File: config.mk
export PLATFORM = sky130hd
export DESIGN_NAME = charge_sequencer
export DESIGN_NICKNAME = d
export VERILOG_FILES = /design/src/common/charge_pkg.sv /design/src/hdl/sense_sync.sv /design/src/hdl/charge_sequencer.sv
export SDC_FILE = /design/constraint.sdc
export NUM_CORES = 1
export LEC_CHECK = 0
export ABC_AREA = 1
export BUFFER_PORTS_ARGS = -buffer_cell sky130_fd_sc_hd__buf_2
export CAP_MARGIN = 30
export CORE_MARGIN = 2
export CORE_UTILIZATION = 62
export DETAILED_ROUTE_END_ITERATION = 7
export GPL_ROUTABILITY_DRIVEN = 0
export PLACE_DENSITY_LB_ADDON = 0.05
export SLEW_MARGIN = 10
export SYNTH_ARGS = -nofsm -noshare
export SYNTH_HDL_FRONTEND = slang
export SYNTH_SLANG_ARGS = --single-unit
File: constraint.sdc
create_clock -name clk_i -period 11.8 [get_ports clk_i]
set_clock_uncertainty 0.1 [all_clocks]
set_input_delay 1.77 -clock clk_i [delete_from_list [all_inputs] [get_ports clk_i]]
set_output_delay 1.77 -clock clk_i [all_outputs]
set_load 0.02 [all_outputs]
File: src/common/charge_pkg.sv
// Functional notes
// - Power-up, replacement, wake, depletion start cycles.
// - Every new cycle begins in qualification.
// - Low cell voltage sends qualification to pending.
// - Pending pulses gate once per second.
// - Pending blinks active-low lamp at 1 Hz.
// - Temperature outside window holds off fast charge.
// - Over-temperature also stops pending trickle pulses.
// - Fast charge needs voltage and temperature valid.
// - Reaching max cell level marks lithium pack.
// - Nickel fast charge current-limited, time/temp/rate terminated.
// - Top-off only when selected, else maintenance.
// - Nickel maintenance trickles while below max level.
// - Lithium constant current until max level reached.
// - Lithium constant voltage ends at minimum current.
// - Finished lithium restarts below recharge threshold.
// - Lithium stages check time, temperature, current/voltage.
// - No maintenance trickle after lithium termination.
// - Gate high passes current, low blocks it.
// - Charge time, hold-off, width, top-off from program.
// - Lithium constant-voltage entry restarts charge timer.
// - Temperature sampled every 16 s, compared two back.
// - Rate termination disabled for max time / 32.
// - Top-off lasts max time at one sixteenth rate.
package charge_pkg;
  localparam int unsigned CLK_PERIOD_NS  = 8;
  localparam int unsigned TICK_NS        = 1000000;
  localparam int unsigned TICK_CYCLES    = TICK_NS / CLK_PERIOD_NS;
  localparam logic [9:0]  TICKS_PER_SEC  = 10'h3e8;
  localparam logic [9:0]  HALF_SEC_TICK  = 10'h1f3;
  localparam logic [3:0]  RATE_SAMPLE_S  = 4'hf;
  localparam int unsigned HOLDOFF_SHIFT  = 5;
  localparam logic [7:0]  RATE_DROP_MIN  = 8'h04;
  localparam logic [3:0]  TOPOFF_DUTY    = 4'hf;

  localparam logic [3:0]  CTRL_OFFSET    = 4'h0;
  localparam logic [3:0]  STATUS_OFFSET  = 4'h4;
  localparam logic [3:0]  TIMER_OFFSET   = 4'h8;
  localparam int unsigned CTRL_SLEEP_BIT = 0;
  localparam int unsigned CTRL_START_BIT = 1;
  localparam logic        CTRL_SLEEP_RST = 1'b0;
  localparam logic [1:0]  RESP_OKAY      = 2'h0;
  localparam logic [1:0]  RESP_DECERR    = 2'h3;

  typedef enum logic [3:0] {
    ST_IDLE, ST_QUAL, ST_PEND, ST_FAST, ST_TOPOFF, ST_MAINT, ST_LI_CV, ST_LI_DONE
  } charge_state_t;

  // Digitised comparator results, all from the analog front end
  typedef struct packed {
    logic       present;
    logic       below_low_cell;
    logic       at_max_cell;
    logic       below_recharge;
    logic       cold_fault;
    logic       hot_fault;
    logic       hot_cutoff;
    logic       current_high;
    logic       current_below_min;
    logic [7:0] temp_code;
  } sense_t;

  typedef struct packed {
    logic [15:0] max_charge_time_s;
    logic [9:0]  trickle_width_ms;
    logic        topoff_en;
  } timing_program_t;
endpackage : charge_pkg

File: src/hdl/sense_sync.sv
`timescale 1ns/1ps
`default_nettype none
module sense_sync
  import charge_pkg::*;
(
  input  wire logic   clk_i,
  input  wire logic   rst_i,
  input  wire sense_t async_i,
  output sense_t      sync_o
);
  sense_t stage1_q;

  // First stage is read only by the second
  always_ff @(posedge clk_i or posedge rst_i) begin
    if (rst_i) begin
      stage1_q <= '0;
      sync_o   <= '0;
    end else begin
      stage1_q <= async_i;
      sync_o   <= stage1_q;
    end
  end
endmodule : sense_sync
`default_nettype wire

File: src/hdl/charge_sequencer.sv
// The AXI4-Lite slave port and the register offsets were left to the implementer.
`timescale 1ns/1ps
`default_nettype none
module charge_sequencer
  import charge_pkg::*;
#(
  parameter int unsigned TICK_LEN = TICK_CYCLES
)(
  input  wire logic            clk_i,
  input  wire logic            rst_i,
  input  wire sense_t          sense_in_i,
  input  wire timing_program_t timing_program_in_i,
  output logic                 charge_gate_out_o,
  output logic                 status_lamp_n_o,
  output logic                 status_lamp_oe_o,
  input  wire logic [3:0]      s_axi_awaddr,
  input  wire logic            s_axi_awvalid,
  output logic                 s_axi_awready,
  input  wire logic [31:0]     s_axi_wdata,
  input  wire logic [3:0]      s_axi_wstrb,
  input  wire logic            s_axi_wvalid,
  output logic                 s_axi_wready,
  output logic [1:0]           s_axi_bresp,
  output logic                 s_axi_bvalid,
  input  wire logic            s_axi_bready,
  input  wire logic [3:0]      s_axi_araddr,
  input  wire logic            s_axi_arvalid,
  output logic                 s_axi_arready,
  output logic [31:0]          s_axi_rdata,
  output logic [1:0]           s_axi_rresp,
  output logic                 s_axi_rvalid,
  input  wire logic            s_axi_rready
);
  sense_t          sn;
  timing_program_t cfg_q, prog_meta_q, prog_sync_q;
  charge_state_t   state_q, state_d;
  logic [16:0]     div_q;
  logic            tick_q;
  logic [9:0]      ms_q;
  logic            sec_tick, half_tick;
  logic [3:0]      rate_cnt_q;
  logic [15:0]     phase_sec_q;
  logic [7:0]      temp_old_q, temp_mid_q;
  logic            rate_trip_q;
  logic            chem_li_q;
  logic            sleep_q, start_req_q;
  logic            temp_ok, timed_out, gate_d, lamp_on_d;
  logic [3:0]      aw_addr_q;
  logic [31:0]     wdata_q;
  logic            wstrb0_q;

  ////////////////////////////////////////////////////////////////////////////
  // synchronised comparator inputs
  sense_sync u_sync (
    .clk_i   (clk_i),
    .rst_i   (rst_i),
    .async_i (sense_in_i),
    .sync_o  (sn)
  );

  ////////////////////////////////////////////////////////////////////////////
  // millisecond tick from clock count
  always_ff @(posedge clk_i or posedge rst_i) begin
    if (rst_i) begin
      div_q  <= '0;
      tick_q <= 1'b0;
    end else if (div_q == 17'(TICK_LEN - 1)) begin
      div_q  <= '0;
      tick_q <= 1'b1;
    end else begin
      div_q  <= div_q + 17'h1;
      tick_q <= 1'b0;
    end
  end

  always_ff @(posedge clk_i or posedge rst_i) begin
    if (rst_i) begin
      ms_q <= '0;
    // Restart on phase entry, else a phase may end up to 1 s early
    end else if (state_d != state_q) begin
      ms_q <= '0;
    end else if (tick_q) begin
      ms_q <= (ms_q == TICKS_PER_SEC - 10'h1) ? 10'h0 : ms_q + 10'h1;
    end
  end

  assign sec_tick  = tick_q && (ms_q == TICKS_PER_SEC - 10'h1);
  assign half_tick = tick_q && (ms_q == HALF_SEC_TICK || ms_q == TICKS_PER_SEC - 10'h1);

  ////////////////////////////////////////////////////////////////////////////
  // program latched at cycle start
  always_ff @(posedge clk_i or posedge rst_i) begin
    if (rst_i) begin
      prog_meta_q <= '0;
      prog_sync_q <= '0;
      cfg_q       <= '0;
    end else begin
      // Program pins pass two flops before use
      prog_meta_q <= timing_program_in_i;
      prog_sync_q <= prog_meta_q;
      if (state_d == ST_QUAL && state_q != ST_QUAL) begin
        cfg_q <= prog_sync_q;
      end
    end
  end

  // Seconds in the current phase; cleared on every state change
  // timer restarts on entry to constant voltage
  always_ff @(posedge clk_i or posedge rst_i) begin
    if (rst_i) begin
      phase_sec_q <= '0;
    end else if (state_d != state_q) begin
      phase_sec_q <= '0;
    end else if (sec_tick && phase_sec_q != 16'hffff) begin
      phase_sec_q <= phase_sec_q + 16'h1;
    end
  end

  assign timed_out = (phase_sec_q >= cfg_q.max_charge_time_s);
  assign temp_ok   = !sn.cold_fault && !sn.hot_fault;

  ////////////////////////////////////////////////////////////////////////////
  // sample every 16 s, compare two back
  always_ff @(posedge clk_i or posedge rst_i) begin
    if (rst_i) begin
      rate_cnt_q  <= '0;
      temp_mid_q  <= '0;
      temp_old_q  <= '0;
      rate_trip_q <= 1'b0;
    end else if (state_q != ST_FAST) begin
      rate_cnt_q  <= '0;
      temp_mid_q  <= sn.temp_code;
      temp_old_q  <= sn.temp_code;
      rate_trip_q <= 1'b0;
    end else if (sec_tick) begin
      rate_cnt_q <= rate_cnt_q + 4'h1;
      if (rate_cnt_q == RATE_SAMPLE_S) begin
        temp_old_q <= temp_mid_q;
        temp_mid_q <= sn.temp_code;
        // hold-off is max time over 32
        if (phase_sec_q >= (cfg_q.max_charge_time_s >> HOLDOFF_SHIFT)
            && temp_old_q > sn.temp_code
            && (temp_old_q - sn.temp_code) >= RATE_DROP_MIN) begin
          rate_trip_q <= 1'b1;
        end
      end
    end
  end

  ////////////////////////////////////////////////////////////////////////////
  // Sequencer
  always_comb begin
    state_d = state_q;
    unique case (state_q)
      ST_IDLE: begin
        // insertion or wake starts a cycle
        if (sn.present && !sleep_q) begin
          state_d = ST_QUAL;
        end
      end
      ST_QUAL: begin
        if (sn.below_low_cell) begin
          state_d = ST_PEND;
        end else if (temp_ok) begin
          state_d = ST_FAST;
        end
      end
      ST_PEND: begin
        if (!sn.below_low_cell && temp_ok) begin
          state_d = ST_FAST;
        end
      end
      ST_FAST: begin
        // constant current ends at max level
        if (sn.at_max_cell) begin
          state_d = ST_LI_CV;
        end else if (timed_out || sn.hot_cutoff || rate_trip_q) begin
          state_d = cfg_q.topoff_en ? ST_TOPOFF : ST_MAINT;
        end
      end
      ST_TOPOFF: begin
        // top-off lasts one max charge time
        if (timed_out) begin
          state_d = ST_MAINT;
        end
      end
      ST_MAINT: begin
        state_d = ST_MAINT;
      end
      ST_LI_CV: begin
        if (sn.current_below_min || timed_out || sn.hot_cutoff) begin
          state_d = ST_LI_DONE;
        end
      end
      ST_LI_DONE: begin
        if (sn.below_recharge) begin
          state_d = ST_QUAL;
        end
      end
    endcase
    // Removal or sleep overrides everything; a restart request wins next
    if (!sn.present || sleep_q) begin
      state_d = ST_IDLE;
    end else if (start_req_q) begin
      state_d = ST_QUAL;
    end
  end

  // reset release is the power-up start
  always_ff @(posedge clk_i or posedge rst_i) begin
    if (rst_i) begin
      state_q <= ST_QUAL;
    end else begin
      state_q <= state_d;
    end
  end

  always_ff @(posedge clk_i or posedge rst_i) begin
    if (rst_i) begin
      chem_li_q <= 1'b0;
    end else if (state_d == ST_QUAL) begin
      chem_li_q <= 1'b0;
    end else if (state_q == ST_FAST && state_d == ST_LI_CV) begin
      chem_li_q <= 1'b1;
    end
  end

  ////////////////////////////////////////////////////////////////////////////
  // Gate and lamp
  always_comb begin
    gate_d    = 1'b0;
    lamp_on_d = 1'b0;
    unique case (state_q)
      ST_PEND: begin
        // one pulse of programmed width per second
        gate_d    = (ms_q < cfg_q.trickle_width_ms) && !sn.hot_fault;
        // toggled lamp gives 1 Hz blink
        lamp_on_d = status_lamp_oe_o ^ half_tick;
      end
      ST_FAST: begin
        gate_d    = temp_ok && !sn.current_high;
        lamp_on_d = 1'b1;
      end
      ST_TOPOFF: begin
        gate_d    = (ms_q[3:0] == TOPOFF_DUTY) && !sn.current_high
                    && !sn.at_max_cell && !sn.hot_fault;
        lamp_on_d = 1'b0;
      end
      ST_MAINT: begin
        gate_d    = (ms_q < cfg_q.trickle_width_ms) && !sn.at_max_cell && !sn.hot_fault;
      end
      ST_LI_CV: begin
        gate_d    = temp_ok && !sn.at_max_cell && !sn.current_high;
        lamp_on_d = 1'b1;
      end
      ST_IDLE, ST_QUAL, ST_LI_DONE: begin
        gate_d    = 1'b0;
      end
    endcase
  end

  always_ff @(posedge clk_i or posedge rst_i) begin
    if (rst_i) begin
      charge_gate_out_o <= 1'b0;
      status_lamp_oe_o  <= 1'b0;
      status_lamp_n_o   <= 1'b0;
    end else begin
      charge_gate_out_o <= gate_d;
      status_lamp_oe_o  <= lamp_on_d;
      status_lamp_n_o   <= 1'b0;
    end
  end

  ////////////////////////////////////////////////////////////////////////////
  // AXI4-Lite slave, read data one cycle after handshake, write response two
  always_ff @(posedge clk_i or posedge rst_i) begin
    if (rst_i) begin
      s_axi_awready <= 1'b1;
      s_axi_wready  <= 1'b1;
      s_axi_bvalid  <= 1'b0;
      s_axi_bresp   <= RESP_OKAY;
      aw_addr_q     <= '0;
      wdata_q       <= '0;
      wstrb0_q      <= 1'b0;
    end else begin
      if (s_axi_awvalid && s_axi_awready) begin
        aw_addr_q     <= s_axi_awaddr;
        s_axi_awready <= 1'b0;
      end
      if (s_axi_wvalid && s_axi_wready) begin
        wdata_q      <= s_axi_wdata;
        wstrb0_q     <= s_axi_wstrb[0];
        s_axi_wready <= 1'b0;
      end
      if (!s_axi_awready && !s_axi_wready && !s_axi_bvalid) begin
        s_axi_bvalid <= 1'b1;
        s_axi_bresp  <= (aw_addr_q == CTRL_OFFSET) ? RESP_OKAY : RESP_DECERR;
      end
      if (s_axi_bvalid && s_axi_bready) begin
        s_axi_bvalid  <= 1'b0;
        s_axi_awready <= 1'b1;
        s_axi_wready  <= 1'b1;
      end
    end
  end

  // Sleep level and one-shot restart from the control word
  always_ff @(posedge clk_i or posedge rst_i) begin
    if (rst_i) begin
      sleep_q     <= CTRL_SLEEP_RST;
      start_req_q <= 1'b0;
    end else if (!s_axi_awready && !s_axi_wready && !s_axi_bvalid
                 && aw_addr_q == CTRL_OFFSET && wstrb0_q) begin
      sleep_q     <= wdata_q[CTRL_SLEEP_BIT];
      start_req_q <= wdata_q[CTRL_START_BIT];
    end else begin
      start_req_q <= 1'b0;
    end
  end

  always_ff @(posedge clk_i or posedge rst_i) begin
    if (rst_i) begin
      s_axi_arready <= 1'b1;
      s_axi_rvalid  <= 1'b0;
      s_axi_rdata   <= '0;
      s_axi_rresp   <= RESP_OKAY;
    end else if (s_axi_arvalid && s_axi_arready) begin
      s_axi_arready <= 1'b0;
      s_axi_rvalid  <= 1'b1;
      s_axi_rresp   <= RESP_OKAY;
      unique case (s_axi_araddr)
        CTRL_OFFSET:   s_axi_rdata <= {31'h0, sleep_q};
        STATUS_OFFSET: s_axi_rdata <= {24'h0, rate_trip_q, status_lamp_oe_o,
                                       charge_gate_out_o, chem_li_q, state_q};
        TIMER_OFFSET:  s_axi_rdata <= {16'h0, phase_sec_q};
        default: begin
          s_axi_rdata <= '0;
          s_axi_rresp <= RESP_DECERR;
        end
      endcase
    end else if (s_axi_rvalid && s_axi_rready) begin
      s_axi_rvalid  <= 1'b0;
      s_axi_arready <= 1'b1;
    end
  end
endmodule : charge_sequencer
`default_nettype wire

# Word level (Yosys, flattened, before mapping)
# Index checks and enable logic that the tools add are counted.
[word_totals] reg_bits=237 in_bits=95 out_inout_bits=44
[classes] n_addsub=5 magnitude_cmp=5 n_eq_ne=20 mux=50 n_bitwise=1 n_reduce_logical=62
[op_table] cell="2-to-1 mux 4 bit" count=13
[op_table] cell="2-to-1 mux 8 bit" count=6
[op_table] cell="one-hot mux 16 bit (3 select lines)" count=1
[op_table] cell="2-to-1 mux 16 bit" count=2
[op_table] cell="one-hot mux 4 bit (8 select lines)" count=1
[op_table] cell="2-to-1 mux 10 bit" count=3
[op_table] cell="logical AND 1 bit" count=28
[op_table] cell="equality test 4 x 3 -> 1 bit, second input constant" count=6
[op_table] cell="nonzero test 2 bit" count=10
[op_table] cell="2-to-1 mux 1 bit" count=19
[op_table] cell="adder 17 x 1 -> 17 bit, second input constant" count=1
[op_table] cell="equality test 17 bit, second input constant" count=1
[op_table] cell="2-to-1 mux 17 bit" count=1
[op_table] cell="adder 16 x 1 -> 16 bit, second input constant" count=1
[op_table] cell=">= comparator 16 x 11 -> 1 bit" count=1
[op_table] cell=">= comparator 16 bit" count=1
[op_table] cell="!= test 16 bit, second input constant" count=1
[op_table] cell="equality test 4 bit, second input constant" count=3
[op_table] cell="logical NOT 4 bit" count=3
[op_table] cell="adder 10 x 1 -> 10 bit, second input constant" count=1
[op_table] cell="equality test 10 bit, second input constant" count=1
[op_table] cell="equality test 10 x 9 -> 1 bit, second input constant" count=1
[op_table] cell="logical NOT 1 bit" count=10
[op_table] cell="less-than comparator 10 bit" count=1
[op_table] cell="other kinds (18)" count=27

# Longest topological paths before layout
[logic_depth] word_depth=12 ltp_mapped=21 ltp_nobuf=20

# By module
# A second synthesis with hierarchy kept.
[hier_totals] cells_unflattened=1049 area_unflattened_um2=10008.3
[by_module_without_submodules] module="charge_sequencer" n_inst=1 cells_per_inst=1014 area_each_um2=9153.8 seq_area_each_um2=4634.4
[by_module_without_submodules] module="sense_sync" n_inst=1 cells_per_inst=35 area_each_um2=854.6 seq_area_each_um2=850.8

# Least setup slack after synthesis
# No wires, ideal clock.
[synth_path] path_type="input-to-reg" from="input s_axi_araddr[1]" to="register s_axi_rdata[1]" setup_ps=117 arrival_time_ps=2545 path_slack_ps=9038 stages=8 cell_sequence="nor2_1 nand2_1 nor2_1 inv_1 clkbuf_1 o22ai_1 nand2_1 nand2_1"
[synth_via] elab_chain_cells=2 word_cells_on_any_way=4 cone_classes="eq/ne: 2; mux: 1; reduce/logical: 1"
[synth_lines] item="from (decl)" line_no="charge_sequencer.sv:26" source="input wire logic [3:0] s_axi_araddr,"
[synth_lines] item="equality test 4 bit (tied with other cells)" line_no="charge_sequencer.sv:331" source="unique case (s_axi_araddr)"
[synth_lines] item="one-hot mux 16 bit (3 select lines) *" line_no="charge_sequencer.sv:331"
[synth_lines] item="to (signal assigned)" line_no="charge_sequencer.sv:332" source="CTRL_OFFSET: s_axi_rdata <= {31'h0, sleep_q};"
[synth_lines] item="to (signal assigned)" line_no="charge_sequencer.sv:333" source="STATUS_OFFSET: s_axi_rdata <= {24'h0, rate_trip_q, status_lamp_oe_o,"
[synth_lines] item="to (signal assigned)" line_no="charge_sequencer.sv:335" source="TIMER_OFFSET: s_axi_rdata <= {16'h0, phase_sec_q};"
[synth_lines] item="to (decl)" line_no="charge_sequencer.sv:29" source="output logic [31:0] s_axi_rdata,"
# Mark *: on every way between the ends. The rest lies on a longest branch, timed or not.
# A chain may end at the register's enable or synchronous reset.

# Final worst setup path
[layout_path] from="register phase_sec_q[3]" to="register cfg_q[0] (netlist bit)"
[layout_via] elab_chain_cells=10 word_cells_on_any_way=14 cone_classes="order compare: 1; eq/ne: 1; mux: 7; reduce/logical: 5"
[layout_lines] item="from (decl)" line_no="charge_sequencer.sv:42" source="logic [15:0] phase_sec_q;"
[layout_lines] item="from (signal assigned)" line_no="charge_sequencer.sv:115" source="phase_sec_q <= phase_sec_q + 16'h1;"
[layout_lines] item=">= comparator 16 bit *" line_no="charge_sequencer.sv:119" source="assign timed_out = (phase_sec_q >= cfg_q.max_charge_time_s);"
[layout_lines] item="logical OR 1 bit (2 in a row)" line_no="charge_sequencer.sv:177" source="end else if (timed_out || sn.hot_cutoff || rate_trip_q) begin"
[layout_lines] item="2-to-1 mux 4 bit" line_no="charge_sequencer.sv:177"
[layout_lines] item="2-to-1 mux 4 bit" line_no="charge_sequencer.sv:175" source="if (sn.at_max_cell) begin"
[layout_lines] item="one-hot mux 4 bit (8 select lines) *" line_no="charge_sequencer.sv:154" source="unique case (state_q)"
[layout_lines] item="2-to-1 mux 4 bit *" line_no="charge_sequencer.sv:204" source="end else if (start_req_q) begin"
[layout_lines] item="2-to-1 mux 4 bit *" line_no="charge_sequencer.sv:202" source="if (!sn.present || sleep_q) begin"
[layout_lines] item="equality test 4 x 1 -> 1 bit *" line_no="charge_sequencer.sv:101" source="if (state_d == ST_QUAL && state_q != ST_QUAL) begin"
[layout_lines] item="logical AND 1 bit *" line_no="charge_sequencer.sv:101"
[layout_lines] item="to (signal assigned)" line_no="charge_sequencer.sv:102" source="cfg_q <= prog_sync_q;"
[layout_lines] item="to (decl)" line_no="charge_sequencer.sv:35" source="timing_program_t cfg_q, prog_meta_q, prog_sync_q;"
# Marks and branches as above.

==> results.yml <==
status:
  outcome: "completed"
yosys:
  yosysTopAreaCellShare_pct: 55.1
  yosys-top-cells-count: "dfrtp_1, nand2_1, inv_1"
  synth_cells: 1024
  synth_area_um2: 9770
  synth_warnings: 0
  synth-async-reset-ratio_pct: 100
  synth_top_area_cell: "dfrtp_1"
  synth-seq-cells: 219
  synth_seq_area_share_pct: 56.1
  yosysMostFrequentCell: "dfrtp_1"
  synth_area_leaders: "dfrtp_1, nand2_1, ha_1, inv_1, nor2_1"
  yosys_most_used_dff: "dfrtp_1"
  netlist-cell-type-count: 48
  syn_area_per_cell_um2: 9.54
  synth_edf_count: 0
cts:
  clkTransAtPathRegs_ns: 0.06
  clockBufferDepth: 3
  cts_tree: "yes"
  h-tree-depth: 1
  cts-root-buf: "clkbuf_16"
  clkLatencyLatePin_ns: 0.50
  numCtsBuffers: 23
  numClockSinks: 219
  cts_hold_buf: 0
  post_cts_buffers: 0
  cts_resized: 0
setup_path:
  r2r-start: "phase_sec_q[3]$_DFFE_PP0P_"
  path_cells: "ha_1, a21oi_1, nand2_1, nand2_1, nand2_1, nand2_1, nand4_1, nand2_1, nand3_1, nand2_2, nand2_2, nor2_4, nand3_4, nand2_1, nand2_1"
  cp_top_family: "simple AND/OR/NAND/NOR gates"
  setup.worst_path.start: "phase_sec_q[3]$_DFFE_PP0P_"
  worst-path-stages: 15
  slowest_stage: "nor2_4"
  cp.required_ns: 12.07
  path_class: "flop to flop"
  start_kind: "flop"
  crit_buf_inv: 0
  arrival_ns: 3.79
  r2r_cells: 15
  cp_common_cell: "nand2_1"
  rr_endpoint: "cfg_q[0]$_DFFE_PP0P_"
  worst_path_largest_cell_delay_ns: 0.60
  crit_path_max_fanout: 28
  cp-end-kind: "flop"
  ff2ff_setup_slack_ns: 8.28
placed_design:
  dpl.hpwl_mm: 13.0
  dp_cells: 1305
  portBuffers: 88
floorplan:
  io_pins: 139
  dieHeight_um: 130
  rows: 45
  fp.dieW_um: 130
  core_area_um2: 15300
  dieArea_um2: 16800
  initial_utilization_pct: 63.8
sta:
  max_freq_mhz: 284
  setup_viol: 0
  hold-worst-slack_ns: 0.242
  tns_ns: 0
  hold_viol_final: 0
  slew_headroom_pct: 35.5
  grt_setup_unrepaired: "false"
  maxSlewViolCount: 0
  worst_slew_pin_slew_ns: 0.955
  finalCriticalPeriod_ns: 3.52
  period_share_pct: 29.8
power:
  peakVddDrop_mv: 0.136
  p_leak_nw: 5.51
  finalPower_mw: 1.97
  power.density_nw_per_um2: 177
global_routing:
  grt_max_degree: 145
  grt_pass1_vias: 6798
  grt_pass1_wl_mm: 31.3
  antenna_found_initial: 0
  grt_usage_pct: 23.0
  grt.overflow.total: 0
finish:
  antenna_cells: 0
  final_nets: 1265
  drive_gt1_share_pct: 14.3
  final_cells: 1348
  syn_to_final_growth_pct: 13.8
routing:
  num_vias: 7099
  wl_mm: 18.6
  wl_per_cell_um: 13.8
  drc: 0
  vias_per_cell: 5.27
  drtIter0Drc: 452
  dr.pass1.iters: 5
  ant_nets: 0
min_path:
  whs_endpoint: "u_sync.sync_o[10]$_DFF_PP0_"
  hold_path_startpoint: "u_sync.stage1_q[10]$_DFF_PP0_"
  hp-class: "flop to flop"
  hold_depth: 0
run:
  maxCapViolCount: 0
## flip-flops by register name, summed over array words and instances (netlist names), 10 cells and up
register and flops:
div_q 17, s_axi_rdata 16, prog_meta_q 27, phase_sec_q 16, cfg_q 27, u_sync.stage1_q 17, ms_q 10, prog_sync_q 27
u_sync.sync_o 17
## where the power goes
part | internal, mW | switching, mW | total [mW]
clock network | 0.412 | 0.274 | 0.687
registers | 0.848 | 0.0497 | 0.897
logic | 0.129 | 0.255 | 0.385
## per-stage QoR
stage / utilization [%] / setup WS [ns] / cell area (um2)
after global placement: 67.4 / 8.07 / 10300
after CTS: 72.2 / 8.29 / 11100
after global routing: 72.6 / 7.92 / 11100
after floorplan: - / 3.94 / 9840
final: 72.6 / 8.28 / 11100
after detailed placement: 67.5 / 8.08 / 10300
## routing by layer
layer / up-vias / global-route usage (%) / part of all wire [%] / wire (um)
met2: 171 / 38.7 / 48 / 8960
met3: 22 / 3.59 / 4.5 / 844
li1: 3517 / - / - / -
met4: 0 / 5.76 / 1.3 / 243
met1: 3389 / 31.9 / 46 / 8570
met5: - / 0 / 0 / 0
## how the worst max path moves through the flow
stage	endpoint
3_5_place_dp	prog_meta_q[23]$_DFF_PP0_
6_report	cfg_q[0]$_DFFE_PP0P_
2_1_floorplan	aw_addr_q[0]$_DFFE_PP0P_
4_1_cts	cfg_q[0]$_DFFE_PP0P_
5_1_grt	cfg_q[0]$_DFFE_PP0P_
3_3_place_gp	prog_meta_q[10]$_DFF_PP0_
## cell usage in the layout, fill, tap and decap left out, drive strengths merged, types with 2 or more instances in the layout
master and instances:
o31ai 11, xnor2 3, nor4 8, nor3b 4, nand2 201, a211oi 2
dfstp 4, mux2 6, ha 48, o211ai 3, nand4 42, o21bai 2
o22ai 11, o21ai 39, or2 2, a21oi 45, nand3 36, clkinv 4
bufinv 2, nor2 94, a221oi 5, inv 145, conb 18, nor3 25
a31oi 3, xor2 21, dfrtp 215, clkbuf 34, o21a 2, buf 94
## area by class of cell
class                      count  area (um2)
clock buffer                  34         627
clock inverter                 7        92.6
fill                        1198        4200
inverter                     144         548
multi-input combinational    639        3570
sequential                   219        5490
tap                          211         264
timing repair buffer          94         533
## cells by family (layout without fill, tap and decap cells)
| family | Yosys count | count (layout) | share of synthesized area (%) |
|---|---|---|---|
| flops | 219 | 219 | 56.1 |
| compound gates | 129 | 129 | 7.78 |
| mux | 6 | 6 | 0.691 |
| fa+ha+maj | 49 | 49 | 6.35 |
| xor+xnor | 24 | 24 | 2.15 |
| buf+inv | 183 | 279 | 8.01 |
| other cells | 1 | 18 | 0.0384 |
| simple gates | 413 | 413 | 18.8 |
## worst reg2reg max path: cells and delay by family (launching register included)
family / cells / cell delay (ns)
compound gates: 1 / 0.16
fa+ha+maj: 1 / 0.35
simple gates: 13 / 2.33
flops: 1 / 0.47
Note: power is estimated with default switching activity, not from simulation.
